[config.mk]
export PLATFORM = sky130hd
export DESIGN_NAME = rotate_left_through_carry_exec
export DESIGN_NICKNAME = d
export VERILOG_FILES = /design/src/design/rlc_pkg.sv /design/src/design/rotate_left_through_carry_exec.sv /design/src/design/rotate_unit.sv
export VERILOG_INCLUDE_DIRS = /design/src /design/src/design
export SDC_FILE = /design/constraint.sdc
export NUM_CORES = 1
export LEC_CHECK = 0
export ABC_AREA = 1
export BUFFER_PORTS_ARGS = -buffer_cell sky130_fd_sc_hd__buf_2
export CAP_MARGIN = 20
export CORE_ASPECT_RATIO = 1.5
export CORE_MARGIN = 5
export CORE_UTILIZATION = 52
export CTS_CLUSTER_DIAMETER = 150
export DETAILED_ROUTE_END_ITERATION = 10
export PLACE_DENSITY = 0.81
export SKIP_LAST_GASP = 1
export SLEW_MARGIN = 25
export SYNTH_ARGS = -nofsm -noshare
export SYNTH_HDL_FRONTEND = slang
export SYNTH_SLANG_ARGS = --single-unit
[constraint.sdc]
create_clock -name i_clk -period 2 [get_ports i_clk]
set_input_delay 0.2 -clock i_clk [delete_from_list [all_inputs] [get_ports i_clk]]
set_output_delay 0.2 -clock i_clk [all_outputs]
set_load 0.02 [all_outputs]
[src/design/rlc_cfg.svh]
// Constants for the rotate-left-through-carry execution block
`ifndef RLC_CFG_SVH
`define RLC_CFG_SVH

// ****************************************
// Instruction word layout
// ****************************************
`define RLC_OPCODE         6'h0D
`define RLC_OPC_HI         15
`define RLC_OPC_LO         10
`define RLC_DEST_BIT       9
`define RLC_ACC_BIT        8
`define RLC_F_HI           7
`define RLC_F_LO           0

// ****************************************
// Addressing
// ****************************************
`define RLC_IDX_LIMIT      8'h5F
`define RLC_WIN_LOW_BANK   4'h0
`define RLC_WIN_HIGH_BANK  4'hF

// ****************************************
// Register offsets
// ****************************************
`define RLC_OFF_CTRL       4'h0
`define RLC_OFF_BANK       4'h1
`define RLC_OFF_ACCUM      4'h2
`define RLC_OFF_STATUS     4'h3

// ****************************************
// Field positions and reset values
// ****************************************
`define RLC_CTRL_EXT_BIT   0
`define RLC_ST_C_BIT       0
`define RLC_ST_Z_BIT       2
`define RLC_ST_N_BIT       4
`define RLC_RST_BYTE       8'h00
`define RLC_RST_BANK       4'h0
`define RLC_RST_ADDR       12'h000
`define RLC_RST_INSTR      16'h0000

`endif

[src/design/rlc_pkg.sv]
// Types shared by the rotate-left-through-carry execution block
package rlc_pkg;

  // Instruction cycle phases, idle between instructions
  typedef enum logic [2:0] {
    S_IDLE,
    S_DECODE,
    S_READ,
    S_PROCESS,
    S_WRITE
  } phase_t;

endpackage

[src/design/rotate_left_through_carry_exec.sv]
// Execution datapath for the rotate-left-through-carry byte instruction
// Notes on behaviour
// - Result is operand shifted left; old carry enters bit 0, bit 7 becomes carry.
// - Destination bit 0: result goes to the accumulator, source register untouched.
// - Destination bit 1: result is written back to the source data-memory register.
// - Access bit 0, extended set off or field above 95: operand sits in the fixed access window, bank select ignored.
// - Access bit 1: address is bank select register joined with the register field.
// - Access bit 0, extended set on, field at most 95: indexed literal offset address.
`timescale 1ns/1ps
`default_nettype none
`include "rlc_cfg.svh"

module rotate_left_through_carry_exec
  import rlc_pkg::*;
(
  // Clock and reset
  input  wire logic        i_clk,
  input  wire logic        i_rst,
  // Instruction from the decoder
  input  wire logic        i_instr_valid,
  input  wire logic [15:0] i_instr,
  output logic             o_instr_ready,
  output logic             o_busy,
  // Indexed literal offset base pointer
  input  wire logic [11:0] i_index_base,
  // Data memory port
  output logic      [11:0] o_mem_addr,
  output logic             o_mem_rd,
  input  wire logic  [7:0] i_mem_rdata,
  output logic             o_mem_wr,
  output logic       [7:0] o_mem_wdata,
  // Register port
  input  wire logic  [3:0] i_reg_addr,
  input  wire logic  [7:0] i_reg_wdata,
  input  wire logic        i_reg_wr,
  input  wire logic        i_reg_rd,
  output logic       [7:0] o_reg_rdata
);

  // ****************************************
  // Address forming
  // ****************************************

  // Used by decode; kept apart so the access modes read side by side
  function automatic logic [11:0] form_addr(input logic [7:0] f, input logic acc,
                                            input logic ext, input logic [3:0] bank,
                                            input logic [11:0] base);
    logic [11:0] a;
    a = {bank, f};
    if (!acc) begin
      if (ext && (f <= `RLC_IDX_LIMIT)) begin
        a = base + {4'h0, f};
      end else if (f <= `RLC_IDX_LIMIT) begin
        a = {`RLC_WIN_LOW_BANK, f};
      end else begin
        a = {`RLC_WIN_HIGH_BANK, f};
      end
    end
    return a;
  endfunction

  // ****************************************
  // State
  // ****************************************
  phase_t      st_reg,      st_next;
  logic [15:0] instr_reg,   instr_next;
  logic        ext_q_reg,   ext_q_next;
  logic [11:0] addr_reg,    addr_next;
  logic  [7:0] result_reg,  result_next;
  logic        rc_reg,      rc_next;
  logic        rn_reg,      rn_next;
  logic        rz_reg,      rz_next;
  logic        ctrl_ext_reg, ctrl_ext_next;
  logic  [3:0] bank_reg,    bank_next;
  logic  [7:0] accum_reg,   accum_next;
  logic        carry_reg,   carry_next;
  logic        neg_reg,     neg_next;
  logic        zero_reg,    zero_next;
  logic  [7:0] rdata_reg,   rdata_next;
  logic  [7:0] rot_res;
  logic        rot_c;
  logic        rot_n;
  logic        rot_z;
  logic        take;
  logic        dest_bit;
  logic  [7:0] status_rd;

  assign dest_bit = instr_reg[`RLC_DEST_BIT];
  // Only words with the matching opcode are taken; others are left to other units
  assign take = i_instr_valid && (st_reg == S_IDLE) &&
                (i_instr[`RLC_OPC_HI:`RLC_OPC_LO] == `RLC_OPCODE);

  // Strobes straight from the phase
  assign o_instr_ready = (st_reg == S_IDLE);
  assign o_busy        = (st_reg != S_IDLE);
  assign o_mem_rd      = (st_reg == S_READ);
  assign o_mem_wr      = (st_reg == S_WRITE) && dest_bit;
  assign o_mem_addr    = addr_reg;
  assign o_mem_wdata   = result_reg;
  assign o_reg_rdata   = rdata_reg;

  // Rotator sees the memory byte directly, so the result is ready for the write phase
  rotate_unit u_rot (
    .i_data   (i_mem_rdata),
    .i_carry  (carry_reg),
    .o_result (rot_res),
    .o_carry  (rot_c),
    .o_neg    (rot_n),
    .o_zero   (rot_z)
  );

  // ****************************************
  // Phase sequencer and datapath
  // ****************************************

  // Mode bit is caught at accept so software cannot change it mid-instruction
  always_comb begin
    st_next      = st_reg;
    instr_next   = instr_reg;
    ext_q_next   = ext_q_reg;
    addr_next    = addr_reg;
    result_next  = result_reg;
    rc_next      = rc_reg;
    rn_next      = rn_reg;
    rz_next      = rz_reg;
    unique case (st_reg)
      S_IDLE: begin
        if (take) begin
          instr_next = i_instr;
          ext_q_next = ctrl_ext_reg;
          st_next    = S_DECODE;
        end
      end
      S_DECODE: begin
        addr_next = form_addr(instr_reg[`RLC_F_HI:`RLC_F_LO], instr_reg[`RLC_ACC_BIT],
                              ext_q_reg, bank_reg, i_index_base);
        st_next   = S_READ;
      end
      S_READ: begin
        st_next = S_PROCESS;
      end
      S_PROCESS: begin
        // Memory answers one cycle after the read strobe; result and flags caught here
        result_next = rot_res;
        rc_next     = rot_c;
        rn_next     = rot_n;
        rz_next     = rot_z;
        st_next     = S_WRITE;
      end
      S_WRITE: begin
        st_next = S_IDLE;
      end
    endcase
  end

  always_ff @(posedge i_clk) begin
    if (i_rst) begin
      st_reg      <= S_IDLE;
      instr_reg   <= `RLC_RST_INSTR;
      ext_q_reg   <= 1'b0;
      addr_reg    <= `RLC_RST_ADDR;
      result_reg  <= `RLC_RST_BYTE;
      rc_reg      <= 1'b0;
      rn_reg      <= 1'b0;
      rz_reg      <= 1'b0;
    end else begin
      st_reg      <= st_next;
      instr_reg   <= instr_next;
      ext_q_reg   <= ext_q_next;
      addr_reg    <= addr_next;
      result_reg  <= result_next;
      rc_reg      <= rc_next;
      rn_reg      <= rn_next;
      rz_reg      <= rz_next;
    end
  end

  // ****************************************
  // Software registers
  // ****************************************
  assign status_rd = 8'h00 | ({7'h00, carry_reg} << `RLC_ST_C_BIT)
                           | ({7'h00, zero_reg} << `RLC_ST_Z_BIT)
                           | ({7'h00, neg_reg} << `RLC_ST_N_BIT);

  // Commit in the write phase beats a software write in the same cycle
  always_comb begin
    ctrl_ext_next = ctrl_ext_reg;
    bank_next     = bank_reg;
    accum_next    = accum_reg;
    carry_next    = carry_reg;
    neg_next      = neg_reg;
    zero_next     = zero_reg;
    rdata_next    = 8'h00;
    if (i_reg_wr) begin
      unique case (i_reg_addr)
        `RLC_OFF_CTRL:   ctrl_ext_next = i_reg_wdata[`RLC_CTRL_EXT_BIT];
        `RLC_OFF_BANK:   bank_next     = i_reg_wdata[3:0];
        `RLC_OFF_ACCUM:  accum_next    = i_reg_wdata;
        `RLC_OFF_STATUS: begin
          carry_next = i_reg_wdata[`RLC_ST_C_BIT];
          zero_next  = i_reg_wdata[`RLC_ST_Z_BIT];
          neg_next   = i_reg_wdata[`RLC_ST_N_BIT];
        end
        default: ;
      endcase
    end
    if (st_reg == S_WRITE) begin
      carry_next = rc_reg;
      neg_next   = rn_reg;
      zero_next  = rz_reg;
      if (!dest_bit) begin
        accum_next = result_reg;
      end
    end
    if (i_reg_rd) begin
      unique case (i_reg_addr)
        `RLC_OFF_CTRL:   rdata_next = {7'h00, ctrl_ext_reg};
        `RLC_OFF_BANK:   rdata_next = {4'h0, bank_reg};
        `RLC_OFF_ACCUM:  rdata_next = accum_reg;
        `RLC_OFF_STATUS: rdata_next = status_rd;
        default:         rdata_next = 8'h00;
      endcase
    end
  end

  always_ff @(posedge i_clk) begin
    if (i_rst) begin
      ctrl_ext_reg <= 1'b0;
      bank_reg     <= `RLC_RST_BANK;
      accum_reg    <= `RLC_RST_BYTE;
      carry_reg    <= 1'b0;
      neg_reg      <= 1'b0;
      zero_reg     <= 1'b0;
      rdata_reg    <= `RLC_RST_BYTE;
    end else begin
      ctrl_ext_reg <= ctrl_ext_next;
      bank_reg     <= bank_next;
      accum_reg    <= accum_next;
      carry_reg    <= carry_next;
      neg_reg      <= neg_next;
      zero_reg     <= zero_next;
      rdata_reg    <= rdata_next;
    end
  end

  // ****************************************
  // Assertions
  // ****************************************
  logic [7:0] rd_q;
  logic [7:0] f_fld;
  always_ff @(posedge i_clk) begin
    rd_q <= i_mem_rdata;
  end
  assign f_fld = instr_reg[`RLC_F_HI:`RLC_F_LO];
endmodule

`default_nettype wire

[src/design/rotate_unit.sv]
// Combinational rotate of one byte through the carry, with result flags
`timescale 1ns/1ps
`default_nettype none

module rotate_unit (
  // Operand
  input  wire logic [7:0] i_data,
  input  wire logic       i_carry,
  // Result
  output logic      [7:0] o_result,
  output logic            o_carry,
  output logic            o_neg,
  output logic            o_zero
);

  // Old carry enters bit 0, old bit 7 leaves as carry
  always_comb begin
    o_result = {i_data[6:0], i_carry};
    o_carry  = i_data[7];
    o_neg    = o_result[7];
    o_zero   = (o_result == 8'h00);
  end

endmodule

`default_nettype wire

; ---- Yosys cells after proc, flatten, opt, wreduce, memory -nomap -nowiden
; Cells that the tools add are included.
[totals]
reg_bits = 61
output_inout_bits = 32
[classes]
n_addsub = 1
magnitude_cmp = 1
n_eq_ne = 9
muxes = 19
bitwise = 3
reduce_logical = 15
[ops]
columns = op, count
row1 = $mux W12, 3
row2 = $mux W8, 4
row3 = $pmux W8 S4, 1
row4 = $pmux W3 S5, 1
row5 = $add A12 B8 Y12, 1
row6 = $mux W1, 9
row7 = $eq A4 B2 Y1 const B, 2
row8 = $le A8 B7 Y1 const B, 1
row9 = $logic_not A8 Y1, 1
row10 = $reduce_and A2 Y1, 4
row11 = $eq A3 B2 Y1 const B, 2
row12 = $eq A6 B4 Y1 const B, 1
row13 = $or A3 B5 Y5, 1
row14 = $eq A4 B1 Y1 const B, 1
row15 = $logic_and A1 B1 Y1, 4
row16 = $logic_not A4 Y1, 1
row17 = $reduce_bool A2 Y1, 2
row18 = $eq A3 B1 Y1 const B, 1
row19 = $eq A3 B3 Y1 const B, 1
row20 = $logic_not A3 Y1, 1
row21 = $mux W3, 1
row22 = $or A1 B3 Y3, 1
row23 = $reduce_bool A3 Y1, 1
row24 = $ne A2 B1 Y1 const B, 1
row25 = 2 further kinds, 2

; ---- Depth between registers and ports, before layout
; Gate-level depths: netlist of run 1.
[depth]
ltp_word = 5
depth_mapped = 11

; ---- Modules after synthesis
; A second synthesis of run 1 with hierarchy kept.
[hier_totals]
hier_cells = 448
hier_area_um2 = 3154.3
[modules_own_cells]
columns = module, n_inst, cells_per_inst, area_per_inst_um2, seq_area_each_um2
row1 = rotate_left_through_carry_exec, 1, 431, 3052.9, 1221.2
row2 = rotate_unit, 1, 17, 101.3, 0.0

; ---- Least setup slack after synthesis of run 1
; No wires, ideal clock.
[synth_timing]
kind = reg-to-reg
start = register instr_reg[0]
end = register addr_reg[6], in the netlist o_mem_addr[6]
setup_time_ns = 0.070
t_arrival_ns = 1.614
setup_slack_ns = 0.317
stages_incl_launch_ff = 11
path_buffers = 0
period_less_slack_ns = 1.683
cell_sequence = dfxtp_1 -> ha_1 -> inv_1 -> fa_1 -> nand3b_1 -> nand2_1 -> nand2_1 -> nand2_1 -> xor2_1 -> nand2_1 -> a21oi_1
[synth_between]
elab_chain_len = 4
word_cells_on_any_way = 5
cone_classes = 1 x add/sub / 1 x order compare / 2 x mux / 1 x reduce/logical
[synth_lines]
columns = item, line
row1 = start: declaration, rotate_left_through_carry_exec.sv:66  ; logic [15:0] instr_reg, instr_next;
row2 = start signal: assignment, rotate_left_through_carry_exec.sv:159  ; instr_reg <= `RLC_RST_INSTR;
row3 = start signal: assignment, rotate_left_through_carry_exec.sv:168  ; instr_reg <= instr_next;
row4 = branches (longest 2 deep; another with $add A12 B8 Y12), -
row5 = $mux W12 (*), rotate_left_through_carry_exec.sv:51  ; if (ext && (f <= `RLC_IDX_LIMIT)) begin
row6 = $mux W12 (*), rotate_left_through_carry_exec.sv:50  ; if (!acc) begin
row7 = end signal: assignment, rotate_left_through_carry_exec.sv:161  ; addr_reg <= `RLC_RST_ADDR;
row8 = end signal: assignment, rotate_left_through_carry_exec.sv:170  ; addr_reg <= addr_next;
row9 = end: declaration, rotate_left_through_carry_exec.sv:68  ; logic [11:0] addr_reg, addr_next;
; Every way passes the cells marked *.
; A chain may end at the register's enable or synchronous reset.

; ---- Final worst setup path of run 1
; Same ends and word-level chain as after synthesis.

==> impl_metrics.json, run 1 <==
{
  "p_leak_nw": 1.850,
  "maxCapViolCount": 0,
  "ios": 85,
  "die_y_um": 103.6,
  "clock_skew_ns": 0.006573,
  "ys_seq_area_share_pct": 39.57,
  "synth_async_sr_flop_share_pct": 0,
  "worst_pin_slew_ns": 0.4122,
  "post_drt_wl_per_cell_um": 12.95,
  "crit_path_start_kind": "flip-flop",
  "slew-limit-headroom_pct": 72.49,
  "syn_to_final_growth_pct": 21.48,
  "fp.coreArea_um2": 5743,
  "hold_class": "input port to flip-flop",
  "largest_register_ffs": 12,
  "place_ws_ns": 0.05210,
  "synth.top_cell.area_share_pct": 39.57,
  "synth_common_cells": "nand2_1 (67), dfxtp_1 (60), inv_1 (56), nor2_1 (52), a21oi_1 (38)",
  "cts-resized-gates": 0,
  "yosys.area.top_type": "dfxtp_1",
  "setup_tns_ns": 0,
  "r2r_slack_ns": 0.14,
  "cts-root-buf": "clkbuf_8",
  "rr_endpoint": "o_mem_addr[6]",
  "grt_pass1_vias": 2890,
  "yosysWarnings": 0,
  "cts_sinks": 60,
  "htree_levels": 3,
  "fmax_mhz": 538.9,
  "place_hpwl_um": 6093,
  "cts_buffers": 9,
  "cts_setup_buffers": 0,
  "synth.avg_cell_area_um2": 7.076,
  "period_minus_slack_ns": 1.855,
  "grt_overflow": 0,
  "route.vias.total": 3021,
  "synth_top_cells_by_area": "dfxtp_1 (40%), nand2_1 (8.3%), inv_1 (6.9%), nor2_1 (6.4%), a21oi_1 (6.3%)",
  "io_buffers": 84,
  "holdPathEnd": "bank_reg[2]",
  "drt_first_pass_iters": 4,
  "ys_seq_elements": 60,
  "drc": 0,
  "via_per_inst": 5.112,
  "cts_tree": "yes",
  "postPlaceCellArea_um2": 3506,
  "dieArea_um2": 7497,
  "antenna_found_initial": 0,
  "irDropWorstVdd_uv": 530.1,
  "drt-total-wl_um": 7652,
  "hold_violations": 0,
  "setup_viol": 0,
  "arrival_ns": 2.12,
  "synth.most_common_cell": "nand2_1",
  "die_x_um": 72.38,
  "netlist_area_um2": 3035,
  "grt_usage_pct": 21.14,
  "antenna-diode-count": 0,
  "rr_startpoint": "instr_reg[0]",
  "maxSlewViolCount": 0,
  "rows": 34,
  "synthFlopType": "dfxtp_1",
  "timing.final.ws_setup_ns": 0.1445,
  "min_period_over_period_pct": 92.77,
  "drive_above_1_share_pct": 25.05,
  "end_kind": "flip-flop",
  "grt_max_degree": 30,
  "postLayoutCellArea_um2": 3687,
  "clk_pin_slew_ns": 0.06,
  "clock_latency_ns": 0.33,
  "synth.distinct_cells": 35,
  "drt_iter0_drc": 107,
  "gp_congestion": 0.8807,
  "netlist_instances": 429,
  "ctsHoldBuffers": 0,
  "crit_fanout": 4,
  "synth-edff-count": 0,
  "drt.antenna.violating_nets": 0,
  "power.density_nw_per_um2": 715.0,
  "hold_start": "i_rst",
  "status": "finished clean",
  "initial_core_util_pct": 52.85,
  "holdPathStages": 2,
  "total_power_mw": 2.636,
  "crit_type": "flip-flop to flip-flop",
  "crit_required_ns": 2.27,
  "synth_nets": 491,
  "nets": 578,
  "clk_path_buf_depth": 2,
  "grt_pass1_wl_um": 12720,
  "reg2reg_depth": 10
}
==> worst max-delay path, cell delays in order (launching register included) <==
cell	delay [ns]
dfxtp_2	0.34
ha_2	0.19
inv_1	0.05
fa_1	0.39
nand3b_1	0.19
nand2_2	0.13
nand2_1	0.07
nand2_1	0.08
xor2_1	0.16
nand2_1	0.07
a21oi_1	0.11
==> area by class of cell <==
class / count / area, um2
clock buffer: 12 / 165.2
clock inverter: 2 / 10.01
fill: 523 / 2056
inverter: 67 / 251.5
multi-input combinational: 290 / 1518
sequential: 60 / 1202
tap: 72 / 90.09
timing repair buffer: 88 / 450.4
==> layout by cell type, fill, tap and decap left out, drive strengths merged <==
cell,n
nand2,70
a21o,2
o22ai,4
nand3,21
ha,8
o211ai,6
xor2,5
nor2,56
dfxtp,60
nor3,8
a21oi,40
o21ai,55
buf,88
a31oi,1
nand3b,2
nand4,6
fa,1
o21a,1
nor4,2
clkbuf,12
clkinv,2
o21bai,2
inv,67
==> worst max path at each step <==
stage	from	endpoint	slack, ns	depth (start not counted)
CTS	instr_reg[0]	o_mem_addr[6]	0.04	10
global placement	instr_reg[0]	o_mem_addr[6]	0.22	10
global route	instr_reg[0]	o_mem_addr[6]	-0.006	10
finish	instr_reg[0]	o_mem_addr[6]	0.14	10
detailed placement	instr_reg[0]	o_mem_addr[6]	0.05	10
floorplan	instr_reg[0]	o_mem_addr[6]	0.32	10
==> kinds of logic (layout without fill, tap and decap cells) <==
kind of cell / Yosys count / after routing / share of synthesized area, %
and+or+nand+nor: 165 / 165 / 24.53
AOI/OAI and AO/OA: 111 / 111 / 19.91
buffers and inverters: 79 / 169 / 10.59
DFF: 60 / 60 / 39.57
adders and majority gates: 9 / 9 / 3.957
xor gates and xnor gates: 5 / 5 / 1.443
==> per-layer routing <==
| layer | GRT usage [%] | up-vias | wire [um] | part of all wire (%) |
|---|---|---|---|---|
| met1 | 22.68 | 1364 | 2903 | 38 |
| met4 | 9.631 | 0 | 252 | 3.3 |
| met3 | 4.942 | 19 | 414 | 5.4 |
| met2 | 37.94 | 63 | 4081 | 53 |
| met5 | 0 | - | 0 | 0 |
| li1 | - | 1575 | - | - |
==> power breakdown <==
group | total, mW | internal (mW) | switching [mW]
logic | 0.405 | 0.152 | 0.253
clock network | 0.957 | 0.532 | 0.425
registers | 1.27 | 1.24 | 0.0305
==> per-stage QoR <==
step / cells / hold slack [ns] / util [%]
global placement: 577 / 0.4317 / 61.05
global route: 591 / 0.08831 / 64.20
CTS: 591 / 0.06674 / 64.10
floorplan: 429 / 0.2691 / -
finish: 591 / 0.08820 / 64.20
detailed placement: 577 / 0.4251 / 61.05
Power figures use the tool's default switching activity.
==> run 2, diff against run 1 <==
Settings changed: CORE_MARGIN 5 to 2.
==> impl_metrics.json, run 2 (synthesis results as in run 1) <==
{
  "p_clk_share_pct": 41.5,
  "initial_core_util_pct": 53.25,
  "grt_pass1_vias": 2929,
  "grt_overflow": 0,
  "via_per_inst": 5.030,
  "worst_pin_slew_ns": 0.4077,
  "setup_viol": 0,
  "crit_fanout": 4,
  "drt.antenna.violating_nets": 0,
  "arrival_ns": 2.11,
  "end_kind": "flip-flop",
  "cts_sinks": 60,
  "cts_buffers": 9,
  "grt_usage_pct": 24.24,
  "nets": 578,
  "layout_commonest_cell": "buf_2",
  "cts_setup_buffers": 0,
  "die_x_um": 66.38,
  "most-common-layout-cells": "buf_2 (84), nand2_1 (66), dfxtp_1 (60), inv_1 (56), nor2_1 (52)",
  "comb_power_share_pct": 14.0,
  "grt_pass1_wl_um": 12260,
  "io_buffers": 84,
  "cts_tree": "yes",
  "rsz0062_at_grt": "no",
  "cts-root-buf": "clkbuf_8",
  "fill_cells": 543,
  "setup_tns_ns": 0,
  "ctsHoldBuffers": 0,
  "p_int_mw": 2.130,
  "antenna-diode-count": 0,
  "dieArea_um2": 6477,
  "drt-total-wl_um": 7345,
  "grt_max_degree": 23,
  "die_y_um": 97.58,
  "irDropWorstVdd_uv": 591.8,
  "ios": 85,
  "switchingPower_mw": 0.7383,
  "htree_levels": 3,
  "crit_type": "flip-flop to flip-flop",
  "syn_to_final_growth_pct": 22.84,
  "clk_pin_slew_ns": 0.07,
  "power.density_nw_per_um2": 769.2,
  "place_hpwl_um": 5827,
  "drc": 0,
  "maxSlewViolCount": 0,
  "drt_first_pass_iters": 4,
  "swShare_pct": 25.74,
  "clk_path_buf_depth": 2,
  "total_power_mw": 2.868,
  "hold_violations": 0,
  "p_leak_nw": 1.862,
  "drt_iter0_drc": 105,
  "drive_above_1_share_pct": 24.76,
  "period_minus_slack_ns": 1.838,
  "status": "finished clean",
  "route.vias.total": 2983,
  "largest_register_ffs": 12,
  "whs_ns": 0.09228,
  "rows": 34,
  "clock_latency_ns": 0.34,
  "fmax_mhz": 544.0,
  "hold_class": "input port to flip-flop",
  "slew-limit-headroom_pct": 72.57,
  "power_frac_seq_pct": 44.4,
  "clock_skew_ns": 0.005747,
  "maxCapViolCount": 0,
  "antenna_found_initial": 0,
  "crit_path_start_kind": "flip-flop",
  "min_period_over_period_pct": 91.92,
  "gp_congestion": 0.8011,
  "fp.coreArea_um2": 5700,
  "cts-resized-gates": 0,
  "crit_required_ns": 2.27,
  "post_drt_wl_per_cell_um": 12.39
}
run 2: cell types whose count changed in the layout (fill, tap and decap cells not counted), sizes merged:
cell      previous run  this run
clkinvlp             0         1
bufinv               0         2
clkinv               2         1
run 2: critical path, stage by stage (launching register included):
cell and delay [ns]:
dfxtp_1 0.36, ha_2 0.20, inv_1 0.05, fa_1 0.38
nand3b_1 0.18, nand2_2 0.13, nand2_1 0.06, nand2_1 0.07
xor2_1 0.14, nand2_1 0.06, a21oi_1 0.13
run 2: through the flow:
stage / worst slack, ns / instance area, um2 / utilization [%] / instances
floorplan: 0.3167 / 3035 / - / 429
global placement: 0.2100 / 3506 / 61.50 / 577
detailed placement: 0.1216 / 3506 / 61.50 / 577
CTS: 0.1057 / 3724 / 65.32 / 593
global route: 0.0001856 / 3729 / 65.41 / 593
finish: 0.1616 / 3729 / 65.41 / 593
run 2: layout make-up:
cell class	count	area [um2]	area share [%]
clock buffers	12	145.1	3.893
clock inverters	4	72.57	1.946
inverters	67	251.5	6.745
multi-input cells	290	1518	40.70
flip-flops and latches	60	1201	32.21
well taps	72	90.09	2.416
repair buffers	88	450.4	12.08
run 2: path summary, 6_finish.rpt:
path | startpoint | to | slack (ns) | depth (start not counted)
max | instr_reg[0] | o_mem_addr[6] | 0.16 | 10
min | i_rst | bank_reg[2] | 0.09 | 2
max reg2reg | instr_reg[0] | o_mem_addr[6] | 0.16 | 10
min reg2reg | accum_reg[7] | o_reg_rdata[7] | 0.45 | 2
run 2: power groups by stage:
stage / Sequential (mW) / Clock [mW] / Combinational, mW
after floorplan: 1.34 / 0 / 0.210
after global placement: 1.30 / 0 / 0.394
after detailed placement: 1.30 / 0 / 0.401
after CTS: 1.27 / 1.21 / 0.403
after global routing: 1.28 / 1.26 / 0.445
final: 1.27 / 1.19 / 0.403
run 2: routing by layer:
layer	wire, um	vias up	track usage, %
met5	0	-	0
met2	4035	53	45.31
met1	2908	1337	24.91
li1	-	1582	-
met4	119	0	9.576
met3	281	11	5.446
